### src/logic/clkdist_pwr_regs.vh
// Purpose: register offsets, field positions, reset values for reset/power control
// Assumes: APB byte addresses, one register per aligned word
// Notes: printed offsets not all multiples of four, so byte address = 4 * index
`ifndef CLKDIST_PWR_REGS_VH
`define CLKDIST_PWR_REGS_VH

// ==========================================================
// register indices
`define IDX_PORTCFG 12'h000
`define IDX_PLLCFG 12'h010
`define IDX_ECLBASE 12'h0F0
`define IDX_LVDSBASE 12'h140
`define IDX_INBUF 12'h1E0
`define IDX_DISTCFG 12'h230
`define IDX_UPDATE 12'h232
`define IDX_STATUS 12'h240
`define ADDR_OF(i) ({(i), 2'b00})

// ==========================================================
// field positions
`define SOFTRST_LO 2
`define SOFTRST_HI 5
`define UPDATE_BIT 0
`define DISTPD_BIT 1
`define SOFTSYNC_BIT 0
`define ECL_PD_LSB 0
`define ECL_SWING_LSB 2
`define ECL_POL_BIT 4
`define LV_PD_BIT 0
`define LV_CMOS_BIT 1
`define LV_BEN_BIT 2
`define LV_POL_LSB 5
`define IN_CLK_BIT 0
`define IN_REFERENCE_INPUT_ONE_BIT 1
`define IN_REFERENCE_INPUT_TWO_BIT 2

// ==========================================================
// reset values and codes
`define PORTCFG_RST 8'h18
`define PLLCFG_RST 8'h01
`define ECL_RST 8'h08
`define LVDS_RST 8'h00
`define INBUF_RST 8'h00
`define DIST_RST 8'h00
`define PLL_NORMAL 2'h0
`define PLL_ASYNC_PD 2'h1
`define PLL_SYNC_PD 2'h3
`define ECL_NORMAL 2'h0
`define ECL_SAFE_PD 2'h2
`define ECL_TOTAL_PD 2'h3
`define SYNC_CYCLES 4'h8

`endif

### src/logic/apb_slave_port.v
// Purpose: APB slave framing, one-cycle access, error on unmapped
// Assumes: decode supplied by parent
// Notes: pready high in every access phase
`timescale 1ns/100ps
module apb_slave_port
(
	input wire psel,
	input wire penable,
	input wire pwrite,
	input wire addrHit,
	output wire wrStrobe,
	output wire rdStrobe,
	output wire slvErr
);
// ==========================================================
// access phase strobes
assign wrStrobe = psel & penable & pwrite & addrHit;
assign rdStrobe = psel & penable & ~pwrite & addrHit;
assign slvErr = psel & penable & ~addrHit;
endmodule // apb_slave_port

### src/logic/clkdist_pwr_ctrl.v
// Purpose: reset, sleep and power-down control with output settings
// Assumes: APB registers, 50 MHz sys_clk, pins synchronous unless async reset
// Notes: shadow registers move to active ones on update strobe
`timescale 1ns/100ps
`include "clkdist_pwr_regs.vh"

module clkdist_pwr_ctrl
#(
	parameter NUM_ECL = 4,
	parameter NUM_LV = 4
)
(
	input wire sys_clk,
	input wire arst_n,
	input wire sleep_pin_n,
	input wire chargePumpEvent,
	input wire psel,
	input wire penable,
	input wire pwrite,
	input wire [13:0] paddr,
	input wire [31:0] pwdata,
	output reg [31:0] prdata,
	output reg pready,
	output reg pslverr,
	output reg pllPowerDown,
	output reg oscillatorOff,
	output reg clkBufOff,
	output reg refOneBufOff,
	output reg refTwoBufOff,
	output reg dividersOff,
	output reg distBiasOff,
	output reg outSync,
	output reg [2*NUM_ECL-1:0] eclPdMode,
	output reg [2*NUM_ECL-1:0] eclSwing,
	output reg [NUM_ECL-1:0] eclInvert,
	output reg [NUM_LV-1:0] lvdsOn,
	output reg [NUM_LV-1:0] cmosAOn,
	output reg [NUM_LV-1:0] cmosBOn,
	output reg [3*NUM_LV-1:0] lvPolarity
);

// ==========================================================
// declarations
wire sleepSync;
wire [11:0] regIdx;
wire addrHit;
wire wrStrobe;
wire rdStrobe;
wire slvErr;
wire softResetNow;
wire intRstN;
reg [7:0] portCfg;
reg [7:0] shPll;
reg [7:0] shDist;
reg [7:0] shIn;
reg [7:0] shEcl [0:NUM_ECL-1];
reg [7:0] shLv [0:NUM_LV-1];
reg [7:0] acPll;
reg [7:0] acDist;
reg [7:0] acIn;
reg [7:0] acEcl [0:NUM_ECL-1];
reg [7:0] acLv [0:NUM_LV-1];
reg updatePending;
reg pllPdArmed;
reg softRstDone;
reg prevSoftRst;
reg prevDistPd;
reg prevSleep;
reg prevSoftSync;
reg [3:0] syncCount;
reg [31:0] next_prdata;
integer k;
integer m;

// ==========================================================
// pins and bus framing
// sleep pin synchroniser
level_sync u_sleep
(
	.sys_clk(sys_clk),
	.arst_n(arst_n),
	.din(sleep_pin_n),
	.dout(sleepSync)
);

assign regIdx = paddr[13:2];
assign addrHit = (paddr[1:0] == 2'b00) &&
	((regIdx == `IDX_PORTCFG) || (regIdx == `IDX_PLLCFG) || (regIdx == `IDX_INBUF) ||
	(regIdx == `IDX_DISTCFG) || (regIdx == `IDX_UPDATE) || (regIdx == `IDX_STATUS) ||
	((regIdx >= `IDX_ECLBASE) && (regIdx < `IDX_ECLBASE + NUM_ECL)) ||
	((regIdx >= `IDX_LVDSBASE) && (regIdx < `IDX_LVDSBASE + NUM_LV)));

apb_slave_port u_apb
(
	.psel(psel),
	.penable(penable),
	.pwrite(pwrite),
	.addrHit(addrHit),
	.wrStrobe(wrStrobe),
	.rdStrobe(rdStrobe),
	.slvErr(slvErr)
);

assign softResetNow = portCfg[`SOFTRST_LO] & portCfg[`SOFTRST_HI];
assign intRstN = arst_n;

// ==========================================================
// register port, live in sleep too
// writes accepted in sleep
always @(posedge sys_clk or negedge intRstN)
begin
	if (!intRstN)
	begin
		portCfg <= `PORTCFG_RST;
		shPll <= `PLLCFG_RST;
		shDist <= `DIST_RST;
		shIn <= `INBUF_RST;
		updatePending <= 1'b0;
		for (k = 0; k < NUM_ECL; k = k + 1)
			shEcl[k] <= `ECL_RST;
		for (k = 0; k < NUM_LV; k = k + 1)
			shLv[k] <= `LVDS_RST;
	end
	else
	begin
		updatePending <= 1'b0;
		if (wrStrobe && regIdx == `IDX_PORTCFG)
			portCfg <= pwdata[7:0];
		if (softResetNow)
		begin
			shPll <= `PLLCFG_RST;
			shDist <= `DIST_RST;
			shIn <= `INBUF_RST;
			for (k = 0; k < NUM_ECL; k = k + 1)
				shEcl[k] <= `ECL_RST;
			for (k = 0; k < NUM_LV; k = k + 1)
				shLv[k] <= `LVDS_RST;
		end
		else if (wrStrobe)
		begin
			if (regIdx == `IDX_PLLCFG)
				shPll <= pwdata[7:0];
			if (regIdx == `IDX_DISTCFG)
				shDist <= pwdata[7:0];
			if (regIdx == `IDX_INBUF)
				shIn <= pwdata[7:0];
			if (regIdx == `IDX_UPDATE)
				updatePending <= pwdata[`UPDATE_BIT];
			for (k = 0; k < NUM_ECL; k = k + 1)
				if (regIdx == `IDX_ECLBASE + k)
					shEcl[k] <= pwdata[7:0];
			for (k = 0; k < NUM_LV; k = k + 1)
				if (regIdx == `IDX_LVDSBASE + k)
					shLv[k] <= pwdata[7:0];
		end
	end
end

// ==========================================================
// active registers
always @(posedge sys_clk or negedge intRstN)
begin
	if (!intRstN)
	begin
		acPll <= `PLLCFG_RST;
		acDist <= `DIST_RST;
		acIn <= `INBUF_RST;
		for (k = 0; k < NUM_ECL; k = k + 1)
			acEcl[k] <= `ECL_RST;
		for (k = 0; k < NUM_LV; k = k + 1)
			acLv[k] <= `LVDS_RST;
	end
	else if (softResetNow)
	begin
		acPll <= `PLLCFG_RST;
		acDist <= `DIST_RST;
		acIn <= `INBUF_RST;
		for (k = 0; k < NUM_ECL; k = k + 1)
			acEcl[k] <= `ECL_RST;
		for (k = 0; k < NUM_LV; k = k + 1)
			acLv[k] <= `LVDS_RST;
	end
	else if (updatePending)
	begin
		acPll <= shPll;
		acDist <= shDist;
		acIn <= shIn;
		for (k = 0; k < NUM_ECL; k = k + 1)
			acEcl[k] <= shEcl[k];
		for (k = 0; k < NUM_LV; k = k + 1)
			acLv[k] <= shLv[k];
	end
end

// ==========================================================
// pll mode, sync sequencing
always @(posedge sys_clk or negedge intRstN)
begin
	if (!intRstN)
	begin
		pllPdArmed <= 1'b0;
		pllPowerDown <= 1'b0;
		prevSoftRst <= 1'b0;
		prevDistPd <= 1'b0;
		prevSleep <= 1'b1;
		prevSoftSync <= 1'b0;
		softRstDone <= 1'b0;
		syncCount <= `SYNC_CYCLES;
		outSync <= 1'b1;
	end
	else
	begin
		prevSoftRst <= softResetNow;
		prevDistPd <= acDist[`DISTPD_BIT];
		prevSleep <= sleepSync;
		prevSoftSync <= acDist[`SOFTSYNC_BIT];
		if (softResetNow)
			softRstDone <= 1'b1;
		case (acPll[1:0])
			`PLL_NORMAL:
			begin
				pllPdArmed <= 1'b0;
				pllPowerDown <= ~sleepSync;
			end
			`PLL_ASYNC_PD:
			begin
				pllPdArmed <= 1'b0;
				pllPowerDown <= 1'b1;
			end
			`PLL_SYNC_PD:
			begin
				if (chargePumpEvent || pllPdArmed)
					pllPdArmed <= 1'b1;
				pllPowerDown <= chargePumpEvent | pllPdArmed | ~sleepSync;
			end
			default:
			begin
				pllPdArmed <= 1'b0;
				pllPowerDown <= ~sleepSync;
			end
		endcase
		// sync on release of soft reset, dist power-down or soft sync, or on sleep exit
		if ((prevSoftRst && !softResetNow) || (prevDistPd && !acDist[`DISTPD_BIT]) ||
			(!prevSleep && sleepSync) || (prevSoftSync && !acDist[`SOFTSYNC_BIT]))
		begin
			syncCount <= `SYNC_CYCLES;
			outSync <= 1'b1;
		end
		else if (syncCount != 4'h0)
		begin
			syncCount <= syncCount - 4'h1;
			outSync <= (syncCount != 4'h1);
		end
		else
			outSync <= 1'b0;
	end
end

// ==========================================================
// outputs and power controls
genvar g;
generate
	for (g = 0; g < NUM_ECL; g = g + 1)
	begin : g_ecl
		always @(posedge sys_clk or negedge intRstN)
		begin
			if (!intRstN)
			begin
				eclPdMode[2*g+1:2*g] <= `ECL_NORMAL;
				eclSwing[2*g+1:2*g] <= 2'h2;
				eclInvert[g] <= 1'b0;
			end
			else
			begin
				eclPdMode[2*g+1:2*g] <= (!sleepSync) ? `ECL_SAFE_PD : acEcl[g][`ECL_PD_LSB+1:`ECL_PD_LSB];
				eclSwing[2*g+1:2*g] <= acEcl[g][`ECL_SWING_LSB+1:`ECL_SWING_LSB];
				eclInvert[g] <= acEcl[g][`ECL_POL_BIT];
			end
		end
	end
	for (g = 0; g < NUM_LV; g = g + 1)
	begin : g_lv
		always @(posedge sys_clk or negedge intRstN)
		begin
			if (!intRstN)
			begin
				lvdsOn[g] <= 1'b0;
				cmosAOn[g] <= 1'b0;
				cmosBOn[g] <= 1'b0;
				lvPolarity[3*g+2:3*g] <= 3'h0;
			end
			else
			begin
				lvdsOn[g] <= sleepSync & ~acLv[g][`LV_PD_BIT] & ~acLv[g][`LV_CMOS_BIT];
				cmosAOn[g] <= sleepSync & ~acLv[g][`LV_PD_BIT] & acLv[g][`LV_CMOS_BIT];
				cmosBOn[g] <= sleepSync & ~acLv[g][`LV_PD_BIT] & acLv[g][`LV_CMOS_BIT] &
					acLv[g][`LV_BEN_BIT];
				lvPolarity[3*g+2:3*g] <= acLv[g][`LV_POL_LSB+2:`LV_POL_LSB];
			end
		end
	end
endgenerate

always @(posedge sys_clk or negedge intRstN)
begin
	if (!intRstN)
	begin
		oscillatorOff <= 1'b0;
		clkBufOff <= 1'b0;
		refOneBufOff <= 1'b0;
		refTwoBufOff <= 1'b0;
		dividersOff <= 1'b0;
		distBiasOff <= 1'b0;
		pready <= 1'b0;
		pslverr <= 1'b0;
		prdata <= 32'h00000000;
	end
	else
	begin
		oscillatorOff <= ~sleepSync;
		dividersOff <= ~sleepSync | acDist[`DISTPD_BIT];
		clkBufOff <= ~sleepSync | acIn[`IN_CLK_BIT];
		refOneBufOff <= acIn[`IN_REFERENCE_INPUT_ONE_BIT];
		refTwoBufOff <= acIn[`IN_REFERENCE_INPUT_TWO_BIT];
		distBiasOff <= acDist[`DISTPD_BIT];
		pready <= psel & ~penable;
		pslverr <= psel & ~penable & ~addrHit;
		if (rdStrobe || slvErr)
			prdata <= 32'h00000000;
		else if (psel && !penable)
			prdata <= addrHit ? next_prdata : 32'h00000000;
	end
end

// ==========================================================
// read mux, shadow view
always @*
begin
	next_prdata = 32'h00000000;
	if (regIdx == `IDX_PORTCFG)
		next_prdata[7:0] = portCfg;
	if (regIdx == `IDX_PLLCFG)
		next_prdata[7:0] = shPll;
	if (regIdx == `IDX_DISTCFG)
		next_prdata[7:0] = shDist;
	if (regIdx == `IDX_INBUF)
		next_prdata[7:0] = shIn;
	if (regIdx == `IDX_STATUS)
		next_prdata[4:0] = {softRstDone, outSync, pllPowerDown, distBiasOff, ~sleepSync};
	for (m = 0; m < NUM_ECL; m = m + 1)
		if (regIdx == `IDX_ECLBASE + m)
			next_prdata[7:0] = shEcl[m];
	for (m = 0; m < NUM_LV; m = m + 1)
		if (regIdx == `IDX_LVDSBASE + m)
			next_prdata[7:0] = shLv[m];
end
endmodule // clkdist_pwr_ctrl

### src/logic/level_sync.v
// Purpose: two-flop synchroniser, low level reaches dout after two clocks, asynchronous reset to high
// Assumes: active-low input, reset drives output high (idle level)
// Notes: first flop read only by second
`timescale 1ns/100ps
module level_sync
(
	input wire sys_clk,
	input wire arst_n,
	input wire din,
	output reg dout
);
reg stage1;

// ==========================================================
// two flops
always @(posedge sys_clk or negedge arst_n)
begin
	if (!arst_n)
	begin
		stage1 <= 1'b1;
		dout <= 1'b1;
	end
	else
	begin
		stage1 <= din;
		dout <= stage1;
	end
end
endmodule // level_sync
### config.mk
export PLATFORM = sky130hd
export DESIGN_NAME = clkdist_pwr_ctrl
export DESIGN_NICKNAME = d
export VERILOG_FILES = /design/src/logic/apb_slave_port.v /design/src/logic/clkdist_pwr_ctrl.v /design/src/logic/level_sync.v
export VERILOG_INCLUDE_DIRS = /design/src /design/src/logic
export SDC_FILE = /design/constraint.sdc
export NUM_CORES = 1
export LEC_CHECK = 0
export BUFFER_PORTS_ARGS = -buffer_cell sky130_fd_sc_hd__clkbuf_2
export CORE_ASPECT_RATIO = 0.6
export CORE_MARGIN = 1.5
export CORE_UTILIZATION = 43
export DETAILED_ROUTE_END_ITERATION = 12
export PLACE_DENSITY = 0.62
export SYNTH_ARGS = -nofsm -noshare
export SYNTH_HDL_FRONTEND = slang
export SYNTH_HIERARCHICAL = 1
export SYNTH_SLANG_ARGS = --single-unit
### constraint.sdc
create_clock -name sys_clk -period 1.9 [get_ports sys_clk]
set_input_delay 0.38 -clock sys_clk [delete_from_list [all_inputs] [get_ports sys_clk]]
set_output_delay 0.38 -clock sys_clk [all_outputs]
set_load 0.005 [all_outputs]
==> results of run 1 <==
==> metrics by stage <==
| step | instance area [um2] | setup TNS, ns | worst slack [ns] | utilization |
|---|---|---|---|---|
| finish | 12990 | -64.77 | -0.7643 | 0.5816 |
| global route | 12990 | -68.52 | -0.8562 | 0.5816 |
| CTS | 12400 | -55.92 | -0.7208 | 0.5552 |
| detailed placement | 11450 | -119.95 | -1.320 | 0.5125 |
| global placement | 11450 | -111.45 | -1.229 | 0.5125 |
| floorplan | 10120 | -87.48 | -1.030 | - |
==> where the power goes <==
group          internal (mW)  switching, mW
clock network           2.40           1.81
logic                  0.273          0.440
registers               4.79         0.0472
==> how the worst max path moves through the flow <==
stage	startpoint	end	slack, ns	cells after the start
floorplan	paddr[13]	prdata[4]	-1.03	10
global placement	paddr[7]	prdata[2]	-1.23	12
detailed placement	paddr[13]	prdata[4]	-1.32	11
CTS	paddr[7]	prdata[4]	-0.72	12
global route	paddr[7]	prdata[4]	-0.86	11
finish	paddr[7]	prdata[4]	-0.76	11
==> cells in the final DEF, fill, tap and decap left out, types with 7 or more instances in the layout <==
cell,netlist,routed
o22ai_1,7,7
o21ai_0,18,17
buf_4,25,100
nand3_1,30,13
nand2b_1,12,12
mux2_4,0,8
a21oi_2,0,36
dfstp_2,21,21
mux2i_1,109,109
nand2_4,0,22
clkbuf_16,0,21
buf_12,0,13
inv_1,9,8
clkbuf_2,0,87
nand3_4,0,10
and2_1,11,10
a21oi_1,60,24
nand2_1,114,67
conb_1,1,24
a211oi_1,8,7
buf_6,3,11
dfrtp_1,200,199
nor3_1,15,14
nor2_1,117,116
nand2_2,0,22
nand3_2,3,10
==> registers in the layout, summed over array words and instances (netlist names), 3 cells and up <==
signal,cells
shEcl,32
shLv,32
acLv,24
acEcl,20
lvPolarity,12
eclPdMode,8
eclSwing,8
portCfg,8
prdata,8
shDist,8
shIn,8
shPll,8
cmosAOn,4
cmosBOn,4
eclInvert,4
lvdsOn,4
syncCount,4
acIn,3
==> per-layer routing <==
metal,part of all wire,global-route usage
met3,0.071,0.05216
met1,0.50,0.3916
met2,0.41,0.3173
met4,0.022,0.05303
met5,0,0
==> kinds of logic (layout without fill, tap and decap cells) <==
kind of cell	after synthesis	after routing	share of synthesized area
xor+xnor	1	1	0.0008844
buf+inv	92	265	0.04750
fa+ha+maj	3	3	0.003790
mux	122	122	0.1249
compound gates	144	144	0.09323
flops	221	221	0.5610
other cells	1	24	0.0003786
simple gates	349	349	0.1683
==> worst min-delay path: cells and delay by family <==
kind          cells  cell delay (ns)
simple gates      2             0.13
buf+inv           1             0.08
==> what timing repair did <==
action                                  4_1_cts  5_1_grt
endpoints found under the hold margin        39        0
endpoints found under the setup margin      105      105
resized for setup                            34      150
gates cloned                                  2        0
setup buffers                                 9       11
pin swaps                                    18       74
hold buffers                                  2        0
==> final cells by class <==
| type | instances | share of cell area |
|---|---|---|
| multi-input combinational | 643 | 0.3595 |
| inverter | 10 | 0.002986 |
| clock inverter | 8 | 0.007513 |
| tap | 308 | 0.02967 |
| sequential | 221 | 0.4279 |
| timing repair buffer | 218 | 0.1282 |
| clock buffer | 29 | 0.04431 |
==> results.py, run 1 <==
metrics = {
    "run_status": {
        "status": "finished, violations left",
        "violations": "setup timing",
    },
    "timing": {
        "finalHoldViolCount": 0,
        "fin_hold_ws_ns": 0.1234,
        "final_max_slew_viol_count": 0,
        "finalSetupViolCount": 105,
        "rsz0062_at_grt": "yes",
        "period_share": 1.402,
        "worst_clock_skew_ns": 0.007655,
        "setup_slack_ns": -0.7643,
        "period_minus_slack_ns": 2.664,
        "slew_headroom": 0.6227,
        "worst_slew_pin_slew_ns": 0.5660,
        "max_freq_mhz": 375.3,
    },
    "setup_path": {
        "crit_chain": "buf_6 > or4b_4 > a2111o_1 > a31oi_4 > o31a_1 > and3b_2 > nor4b_4 > o31ai_1 > o22a_1 > a311o_1 > nand2_1",
        "cp.required_ns": 2.34,
        "cpLargestDelayFamily": "compound AO/OA/AOI/OAI gates",
        "worst-path-max-fanout": 3,
        "crit_arrival_ns": 3.11,
        "cp_slowest_cell": "or4b_4",
        "max_stage_delay_ns": 0.53,
        "timing.rr.end": "prdata[3]",
        "r2r-start": "shLv[27]",
        "cp-end-kind": "flip-flop",
        "critPathBufInv": 1,
        "r2r.worst_path.cells": 6,
        "setup.worst_path.class": "in2reg",
        "cp-start-kind": "primary input",
        "ff2ff_setup_slack_ns": 0.30,
    },
    "worst_hold_path": {
        "min_from": "chargePumpEvent",
        "holdPathEnd": "pllPdArmed",
        "min_path_cells": 3,
        "worstHoldPathType": "in2reg",
    },
    "synthesis": {
        "yosysMostFrequentCell": "dfrtp_1",
        "syn_inst": 933,
        "avgSynthCellArea_um2": 10.62,
        "synthFlopType": "dfrtp_1",
        "synth_edf_count": 0,
        "ys_seq_elements": 221,
        "ys_warn_count": 6,
        "synth_top_area_share": 0.5053,
        "syn_area_um2": 9904,
        "ys_types": 77,
        "synth_common_cells": "200 x dfrtp_1, 117 x nor2_1, 114 x nand2_1",
        "synth-async-reset-ratio": 1.000,
        "synth_area_leaders": "dfrtp_1 51%, mux2i_1 11%, dfstp_2 5.6%",
        "synth_top_cell_by_area": "dfrtp_1",
        "ys_seq_area_frac": 0.5610,
    },
    "floorplanning": {
        "core_area_um2": 22330,
        "rows": 42,
        "fp.dieW_um": 198.9,
        "start_util": 0.4435,
        "die_y_um": 120.6,
        "die_area_um2": 23980,
        "io_pins": 139,
    },
    "global_routing": {
        "antenna_found_initial": 0,
        "track_usage": 0.2402,
        "gr-total-overflow": 0,
        "grt_pass1_vias": 7292,
        "grt_pass1_wl_mm": 43.72,
        "grt_max_degree": 76,
    },
    "final_layout": {
        "multiInputGateArea_um2": 4669,
        "n_fill_cell": 1928,
        "layout.cells.non_filler": 1437,
        "nets": 1171,
        "syn2layout_area_growth_pct": 31.15,
        "drive_gt1_frac": 0.3738,
        "antennaDiodeCount": 0,
        "seq_area_um2": 5558,
    },
    "clock_tree": {
        "h-tree-depth": 1,
        "numClockSinks": 221,
        "numCtsBuffers": 21,
        "cts_tree": "built",
        "clkTransAtPathRegs_ns": 0.07,
        "cts-root-buf": "clkbuf_16",
        "clock_path_buffers": 3,
        "clk_latency_ns": 0.50,
    },
    "placed_design": {
        "place_inst": 1381,
        "place.gp.congestion": 0.9242,
        "dp_hpwl_mm": 19.86,
        "io_buffers": 90,
    },
    "routing": {
        "wl_per_cell_um": 20.26,
        "detail-route-antenna-nets": 0,
        "drc": 0,
        "viasPerCell": 5.467,
        "num_vias": 7856,
        "drt_first_pass_iters": 5,
        "drtIter0Drc": 661,
        "routed_wl_mm": 29.12,
    },
    "power": {
        "p_total_mw": 9.755,
        "leakagePower_nw": 6.278,
        "irDropWorstVdd_mv": 0.6316,
        "power.density_nw_per_um2": 751.0,
    },
    "run": {
        "cap_violations": 0,
    },
}
Note: power is estimated with default switching activity, not from simulation.
==> run 2, diff against run 1 <==
--- a/config.mk
+++ b/config.mk
@@ -9,9 +9,10 @@
 export BUFFER_PORTS_ARGS = -buffer_cell sky130_fd_sc_hd__clkbuf_2
 export CORE_ASPECT_RATIO = 0.6
 export CORE_MARGIN = 1.5
-export CORE_UTILIZATION = 43
+export CORE_UTILIZATION = 37
 export DETAILED_ROUTE_END_ITERATION = 12
-export PLACE_DENSITY = 0.62
+export GPL_TIMING_DRIVEN = 0
+export PLACE_DENSITY = 0.55
 export SYNTH_ARGS = -nofsm -noshare
 export SYNTH_HDL_FRONTEND = slang
 export SYNTH_HIERARCHICAL = 1
==> constraint.sdc (replaced) <==
create_clock -name sys_clk -period 1.9 [get_ports sys_clk]
set_input_delay 0.285 -clock sys_clk [delete_from_list [all_inputs] [get_ports sys_clk]]
set_output_delay 0.285 -clock sys_clk [all_outputs]
set_load 0.005 [all_outputs]
==> run 2 against run 1 <==
  * The run still ends with setup timing left
  * Combinational power is essentially flat
  * Via count decreased by 0.95%
  * Clock power rose by 9.5%
  * Maximum frequency up 1.6%
  * First-iteration DRC count rose by 6.7%
  * Sequential share of layout area up 0.36 points
  * Cell count is 2.6% higher
  * Largest cell class unchanged
==> results.py, run 2 (synthesized netlist as in run 1, its figures left out) <==
metrics = {
    "global_routing": {
        "antenna_found_initial": 0,
        "grt_max_degree": 100,
        "grt_pass1_vias": 7454,
        "track_usage": 0.2264,
        "gr-total-overflow": 0,
        "grt_pass1_wl_mm": 47.47,
    },
    "run": {
        "cap_violations": 0,
    },
    "timing": {
        "max_freq_mhz": 381.4,
        "fin_hold_ws_ns": 0.02791,
        "finalSetupTns_ns": -49.51,
        "rsz0062_at_grt": "yes",
        "period_share": 1.380,
        "final_max_slew_viol_count": 0,
        "finalHoldViolCount": 0,
        "setup_slack_ns": -0.7218,
        "slew_headroom": 0.3228,
        "period_minus_slack_ns": 2.622,
        "worst_clock_skew_ns": 0.01718,
        "worst_slew_pin_slew_ns": 1.016,
        "finalSetupViolCount": 105,
    },
    "setup_path": {
        "cp-start-kind": "primary input",
        "timing.rr.end": "shEcl[10]",
        "cp.required_ns": 2.37,
        "max_stage_delay_ns": 0.51,
        "r2r-start": "portCfg[5]",
        "worst-path-max-fanout": 4,
        "cpLargestDelayFamily": "compound AO/OA/AOI/OAI gates",
        "cp_slowest_cell": "or4b_1",
        "setup.worst_path.class": "in2reg",
        "critPathBufInv": 2,
        "crit_chain": "buf_8 > or4b_1 > a2111o_1 > a31oi_4 > o31a_1 > and3b_2 > nor4b_4 > buf_4 > o311ai_1 > o22a_1 > a311o_1 > nand2_1",
        "cp-end-kind": "flip-flop",
        "ff2ff_setup_slack_ns": -0.15,
        "r2r.worst_path.cells": 5,
        "crit_arrival_ns": 3.09,
    },
    "placed_design": {
        "pre_cts_ws_ns": -1.691,
        "placed_cell_area_um2": 11080,
        "place.gp.congestion": 0.9585,
        "io_buffers": 89,
        "place_inst": 1407,
        "dp_hpwl_mm": 22.05,
    },
    "routing": {
        "drt_first_pass_iters": 6,
        "viasPerCell": 5.275,
        "detail-route-antenna-nets": 0,
        "drtIter0Drc": 705,
        "drc": 0,
        "routed_wl_mm": 31.73,
        "wl_per_cell_um": 21.51,
        "num_vias": 7781,
    },
    "power": {
        "leakagePower_nw": 6.173,
        "irDropWorstVdd_mv": 0.5167,
        "p_total_mw": 10.16,
        "power.density_nw_per_um2": 788.9,
    },
    "clock_tree": {
        "clock_path_buffers": 3,
        "clk_latency_ns": 0.54,
        "cts_tree": "built",
        "h-tree-depth": 1,
        "numCtsBuffers": 22,
        "cts-root-buf": "clkbuf_16",
        "numClockSinks": 221,
        "clkTransAtPathRegs_ns": 0.07,
    },
    "worst_hold_path": {
        "worstHoldPathType": "in2reg",
        "min_from": "pwdata[3]",
        "min_path_cells": 3,
        "holdPathEnd": "shIn[3]",
    },
    "final_layout": {
        "reg.largest.list": "shEcl (32), shLv (32), acLv (24)",
        "final_common_cell": "dfrtp_1",
        "nets": 1155,
        "final_util": 0.4886,
        "most-common-layout-cells": "200 x dfrtp_1, 117 x nor2_1, 109 x mux2i_1",
        "syn2layout_area_growth_pct": 30.03,
        "drive_gt1_frac": 0.3408,
        "stdcell_area_um2": 12880,
        "antennaDiodeCount": 0,
        "n_fill_cell": 2467,
        "layout.cells.non_filler": 1475,
    },
    "run_status": {
        "status": "finished, violations left",
        "violations": "setup timing",
    },
    "floorplanning": {
        "die_area_um2": 27790,
        "die_y_um": 129.7,
        "io_pins": 139,
        "start_util": 0.3757,
        "rows": 46,
        "core_area_um2": 26360,
        "fp.dieW_um": 214.2,
    },
}
[run 2: cell types whose count changed in the layout (fill, tap and decap cells not counted), moves of 7 or more]
cell	delta
buf_12	-7
clkbuf_1	+26
buf_4	-61
nand3_1	+7
clkbuf_2	+8
[run 2: worst register-to-register path: cells and delay by family, from the launching register on]
kind          cells  cell delay [ns]
simple gates      2             0.39
buf+inv           3             1.14
flops             1             0.39
[run 2: layout make-up]
| class | instances | area (um2) | area share |
|---|---|---|---|
| buffer | 81 | 545.5 | 0.04236 |
| clock buffer | 28 | 593.1 | 0.04605 |
| sequential | 221 | 5557 | 0.4315 |
| clock inverter | 12 | 157.7 | 0.01224 |
| timing repair buffer | 120 | 830.8 | 0.06451 |
| inverter | 10 | 37.54 | 0.002915 |
| multi-input combinational | 643 | 4707 | 0.3655 |
| tap | 360 | 450.4 | 0.03498 |
[run 2: worst max-delay path by stage]
stage | from | end | depth (start not counted)
2_1_floorplan | paddr[13] | prdata[4] | 10
3_3_place_gp | arst_n | eclPdMode[3] | 1
3_5_place_dp | paddr[13] | prdata[3] | 12
4_1_cts | paddr[6] | prdata[4] | 12
5_1_grt | paddr[6] | prdata[4] | 12
6_report | paddr[6] | prdata[4] | 12
[run 2: routing by layer]
metal,part of all wire,global-route usage,wire length (um),up-vias
met2,0.40,0.3069,12700,282
met1,0.50,0.3554,15900,3906
met4,0.020,0.05302,619,0
li1,-,-,-,3549
met5,0,0,0,-
met3,0.079,0.05664,2508,44
[run 2: power by group]
group / internal [mW] / switching (mW)
sequential: 4.79 / 0.0501
combinational: 0.272 / 0.441
clock: 2.65 / 1.96
[run 2: timing repair]
action,in CTS,in global routing
endpoints found under the hold margin,51,0
buffers inserted,16,8
setup endpoints to repair,152,141
hold buffers,4,0
resized for setup,35,182
gates cloned,0,1
pin swaps,21,90
==> run 3, diff against run 2 <==
--- a/config.mk
+++ b/config.mk
@@ -8,11 +8,11 @@
 export LEC_CHECK = 0
 export BUFFER_PORTS_ARGS = -buffer_cell sky130_fd_sc_hd__clkbuf_2
 export CORE_ASPECT_RATIO = 0.6
-export CORE_MARGIN = 1.5
-export CORE_UTILIZATION = 37
+export CORE_MARGIN = 2
+export CORE_UTILIZATION = 50
 export DETAILED_ROUTE_END_ITERATION = 12
 export GPL_TIMING_DRIVEN = 0
-export PLACE_DENSITY = 0.55
+export PLACE_DENSITY = 0.7
 export SYNTH_ARGS = -nofsm -noshare
 export SYNTH_HDL_FRONTEND = slang
 export SYNTH_HIERARCHICAL = 1
==> run 3 against run 2 <==
  * The run still ends with setup timing left
  * Sequential cell count unchanged
  * Clock-buffer cell count shrank 1
  * First-iteration DRC count fell by 1.4%
  * Combinational power fell by 3.2%
  * Via count grew 1.8%
  * Wire length down 4.6%
  * Register-to-register slack got worse by 0.07 ns
  * Hold slack got worse by 0.0050 ns
  * Final area shrank 1.3%
  * Clock power down 3%
  * Maximum frequency is 1.5% higher
  * Critical path type unchanged
  * Largest cell class unchanged
==> results.py, run 3 (synthesized netlist as in run 1, its figures left out) <==
metrics = {
    "timing": {
        "worst_slew_pin_slew_ns": 1.037,
        "period_minus_slack_ns": 2.582,
        "max_freq_mhz": 387.3,
        "finalHoldViolCount": 0,
        "worst_clock_skew_ns": 0.02413,
        "setup_slack_ns": -0.6819,
        "fin_hold_ws_ns": 0.02287,
        "final_max_slew_viol_count": 0,
        "rsz0062_at_grt": "yes",
        "finalSetupViolCount": 105,
        "slew_headroom": 0.3084,
        "period_share": 1.359,
        "finalSetupTns_ns": -65.40,
    },
    "routing": {
        "drt_first_pass_iters": 5,
        "detail-route-antenna-nets": 0,
        "wl_per_cell_um": 21.98,
        "drtIter0Drc": 695,
        "drc": 0,
        "viasPerCell": 5.750,
        "routed_wl_mm": 30.28,
        "num_vias": 7924,
    },
    "run_status": {
        "status": "finished, violations left",
        "violations": "setup timing",
    },
    "floorplanning": {
        "start_util": 0.5152,
        "rows": 39,
        "die_area_um2": 20990,
        "core_area_um2": 19230,
        "fp.dieW_um": 185.7,
        "io_pins": 139,
        "die_y_um": 113.0,
    },
    "placed_design": {
        "io_buffers": 89,
        "place.gp.congestion": 0.9871,
        "pre_cts_ws_ns": -1.415,
        "dp_hpwl_mm": 20.30,
        "place_inst": 1312,
    },
    "clock_tree": {
        "cts-root-buf": "clkbuf_16",
        "clk_latency_ns": 0.52,
        "h-tree-depth": 1,
        "cts_tree": "built",
        "numClockSinks": 221,
        "clock_path_buffers": 3,
        "clkTransAtPathRegs_ns": 0.07,
        "numCtsBuffers": 21,
    },
    "run": {
        "cap_violations": 0,
    },
    "global_routing": {
        "grt_pass1_vias": 7522,
        "gr-total-overflow": 0,
        "grt_max_degree": 118,
        "track_usage": 0.2918,
        "grt_pass1_wl_mm": 45.69,
        "antenna_found_initial": 0,
    },
    "setup_path": {
        "ff2ff_setup_slack_ns": -0.22,
        "cp-start-kind": "primary input",
        "cp-end-kind": "flip-flop",
        "cp.required_ns": 2.28,
        "crit_arrival_ns": 2.96,
        "setup.worst_path.class": "in2reg",
        "worst-path-max-fanout": 8,
    },
    "final_layout": {
        "layout.cells.non_filler": 1378,
        "syn2layout_area_growth_pct": 28.37,
        "nets": 1153,
        "final_common_cell": "dfrtp_1",
        "drive_gt1_frac": 0.3507,
        "antennaDiodeCount": 0,
        "most-common-layout-cells": "200 x dfrtp_1, 117 x nor2_1, 109 x mux2i_1",
        "reg.largest.list": "shEcl (32), shLv (32), acLv (24)",
        "final_util": 0.6613,
    },
    "power": {
        "irDropWorstVdd_mv": 0.6906,
        "power.density_nw_per_um2": 787.9,
        "leakagePower_nw": 6.121,
    },
    "worst_hold_path": {
        "worstHoldPathType": "in2reg",
    },
}
## run 3: cell types whose count changed in the layout (fill, tap and decap cells not counted), moves of 5 or more
cell,previous run,this run
buf_12,6,0
buf_4,39,44
clkbuf_16,23,28
nand2_1,62,56
nand2_2,24,31
nand3_1,20,15
nand3_2,4,9
## run 3: cell type report
cell class	count	area (um2)
fill	1554	6511
timing repair buffer	119	774.5
clock buffer	27	609.3
sequential	221	5557
multi-input combinational	643	4690
inverter	10	37.54
tap	266	332.8
buffer	81	581.8
clock inverter	11	132.6
## run 3: what timing repair did
| action | in CTS | in global routing |
|---|---|---|
| pin swaps | 83 | 57 |
| resized for setup | 147 | 66 |
| hold buffers | 2 | 0 |
| endpoints found under the setup margin | 152 | 145 |
| gates cloned | 2 | 0 |
| endpoints found under the hold margin | 103 | 0 |
| setup buffers | 18 | 8 |
## run 3: stage by stage
step / power [mW] / instance area [um2]
final: 10.02 / 12710
after global routing: 10.35 / 12710
after CTS: 10.04 / 12450
after detailed placement: 5.570 / 10930
after global placement: 5.554 / 10900
after floorplan: 5.277 / 10120
## run 3: worst paths after layout
| check | startpoint | endpoint | depth (start not counted) |
|---|---|---|---|
| worst max-delay path | paddr[13] | shPll[2] | 12 |
| worst min-delay path | chargePumpEvent | pllPdArmed | 3 |
| worst max register to register | portCfg[5] | shLv[29] | 5 |
| worst min register to register | u_sleep/stage1 | u_sleep/dout | 0 |
| max in group asynchronous | arst_n | shLv[27] | 3 |
| min in group asynchronous | arst_n | cmosAOn[3] | 2 |
## run 3: where the power goes
part,switching (mW),internal [mW]
Sequential,0.0494,4.79
Combinational,0.439,0.252
Clock,1.91,2.57
Total,2.40,7.61
## run 3: metal layers
metal  track usage  vias to the layer above  wire [um]
met3       0.08368                       63       2918
met5             0                        -          0
met2        0.3928                      366      12240
li1              -                     3539          -
met4       0.07507                        0        794
met1        0.4575                     3956      14330
## run 3: worst max-delay path, stage by stage
cell and delay [ns]:
clkbuf_2 0.10, or4b_4 0.58, a2111o_1 0.38, a31oi_4 0.22, o31a_1 0.18, buf_4 0.12, buf_6 0.09, and4_4 0.30
clkbuf_16 0.19, nand3_4 0.19, mux2i_1 0.26, nor2_1 0.06
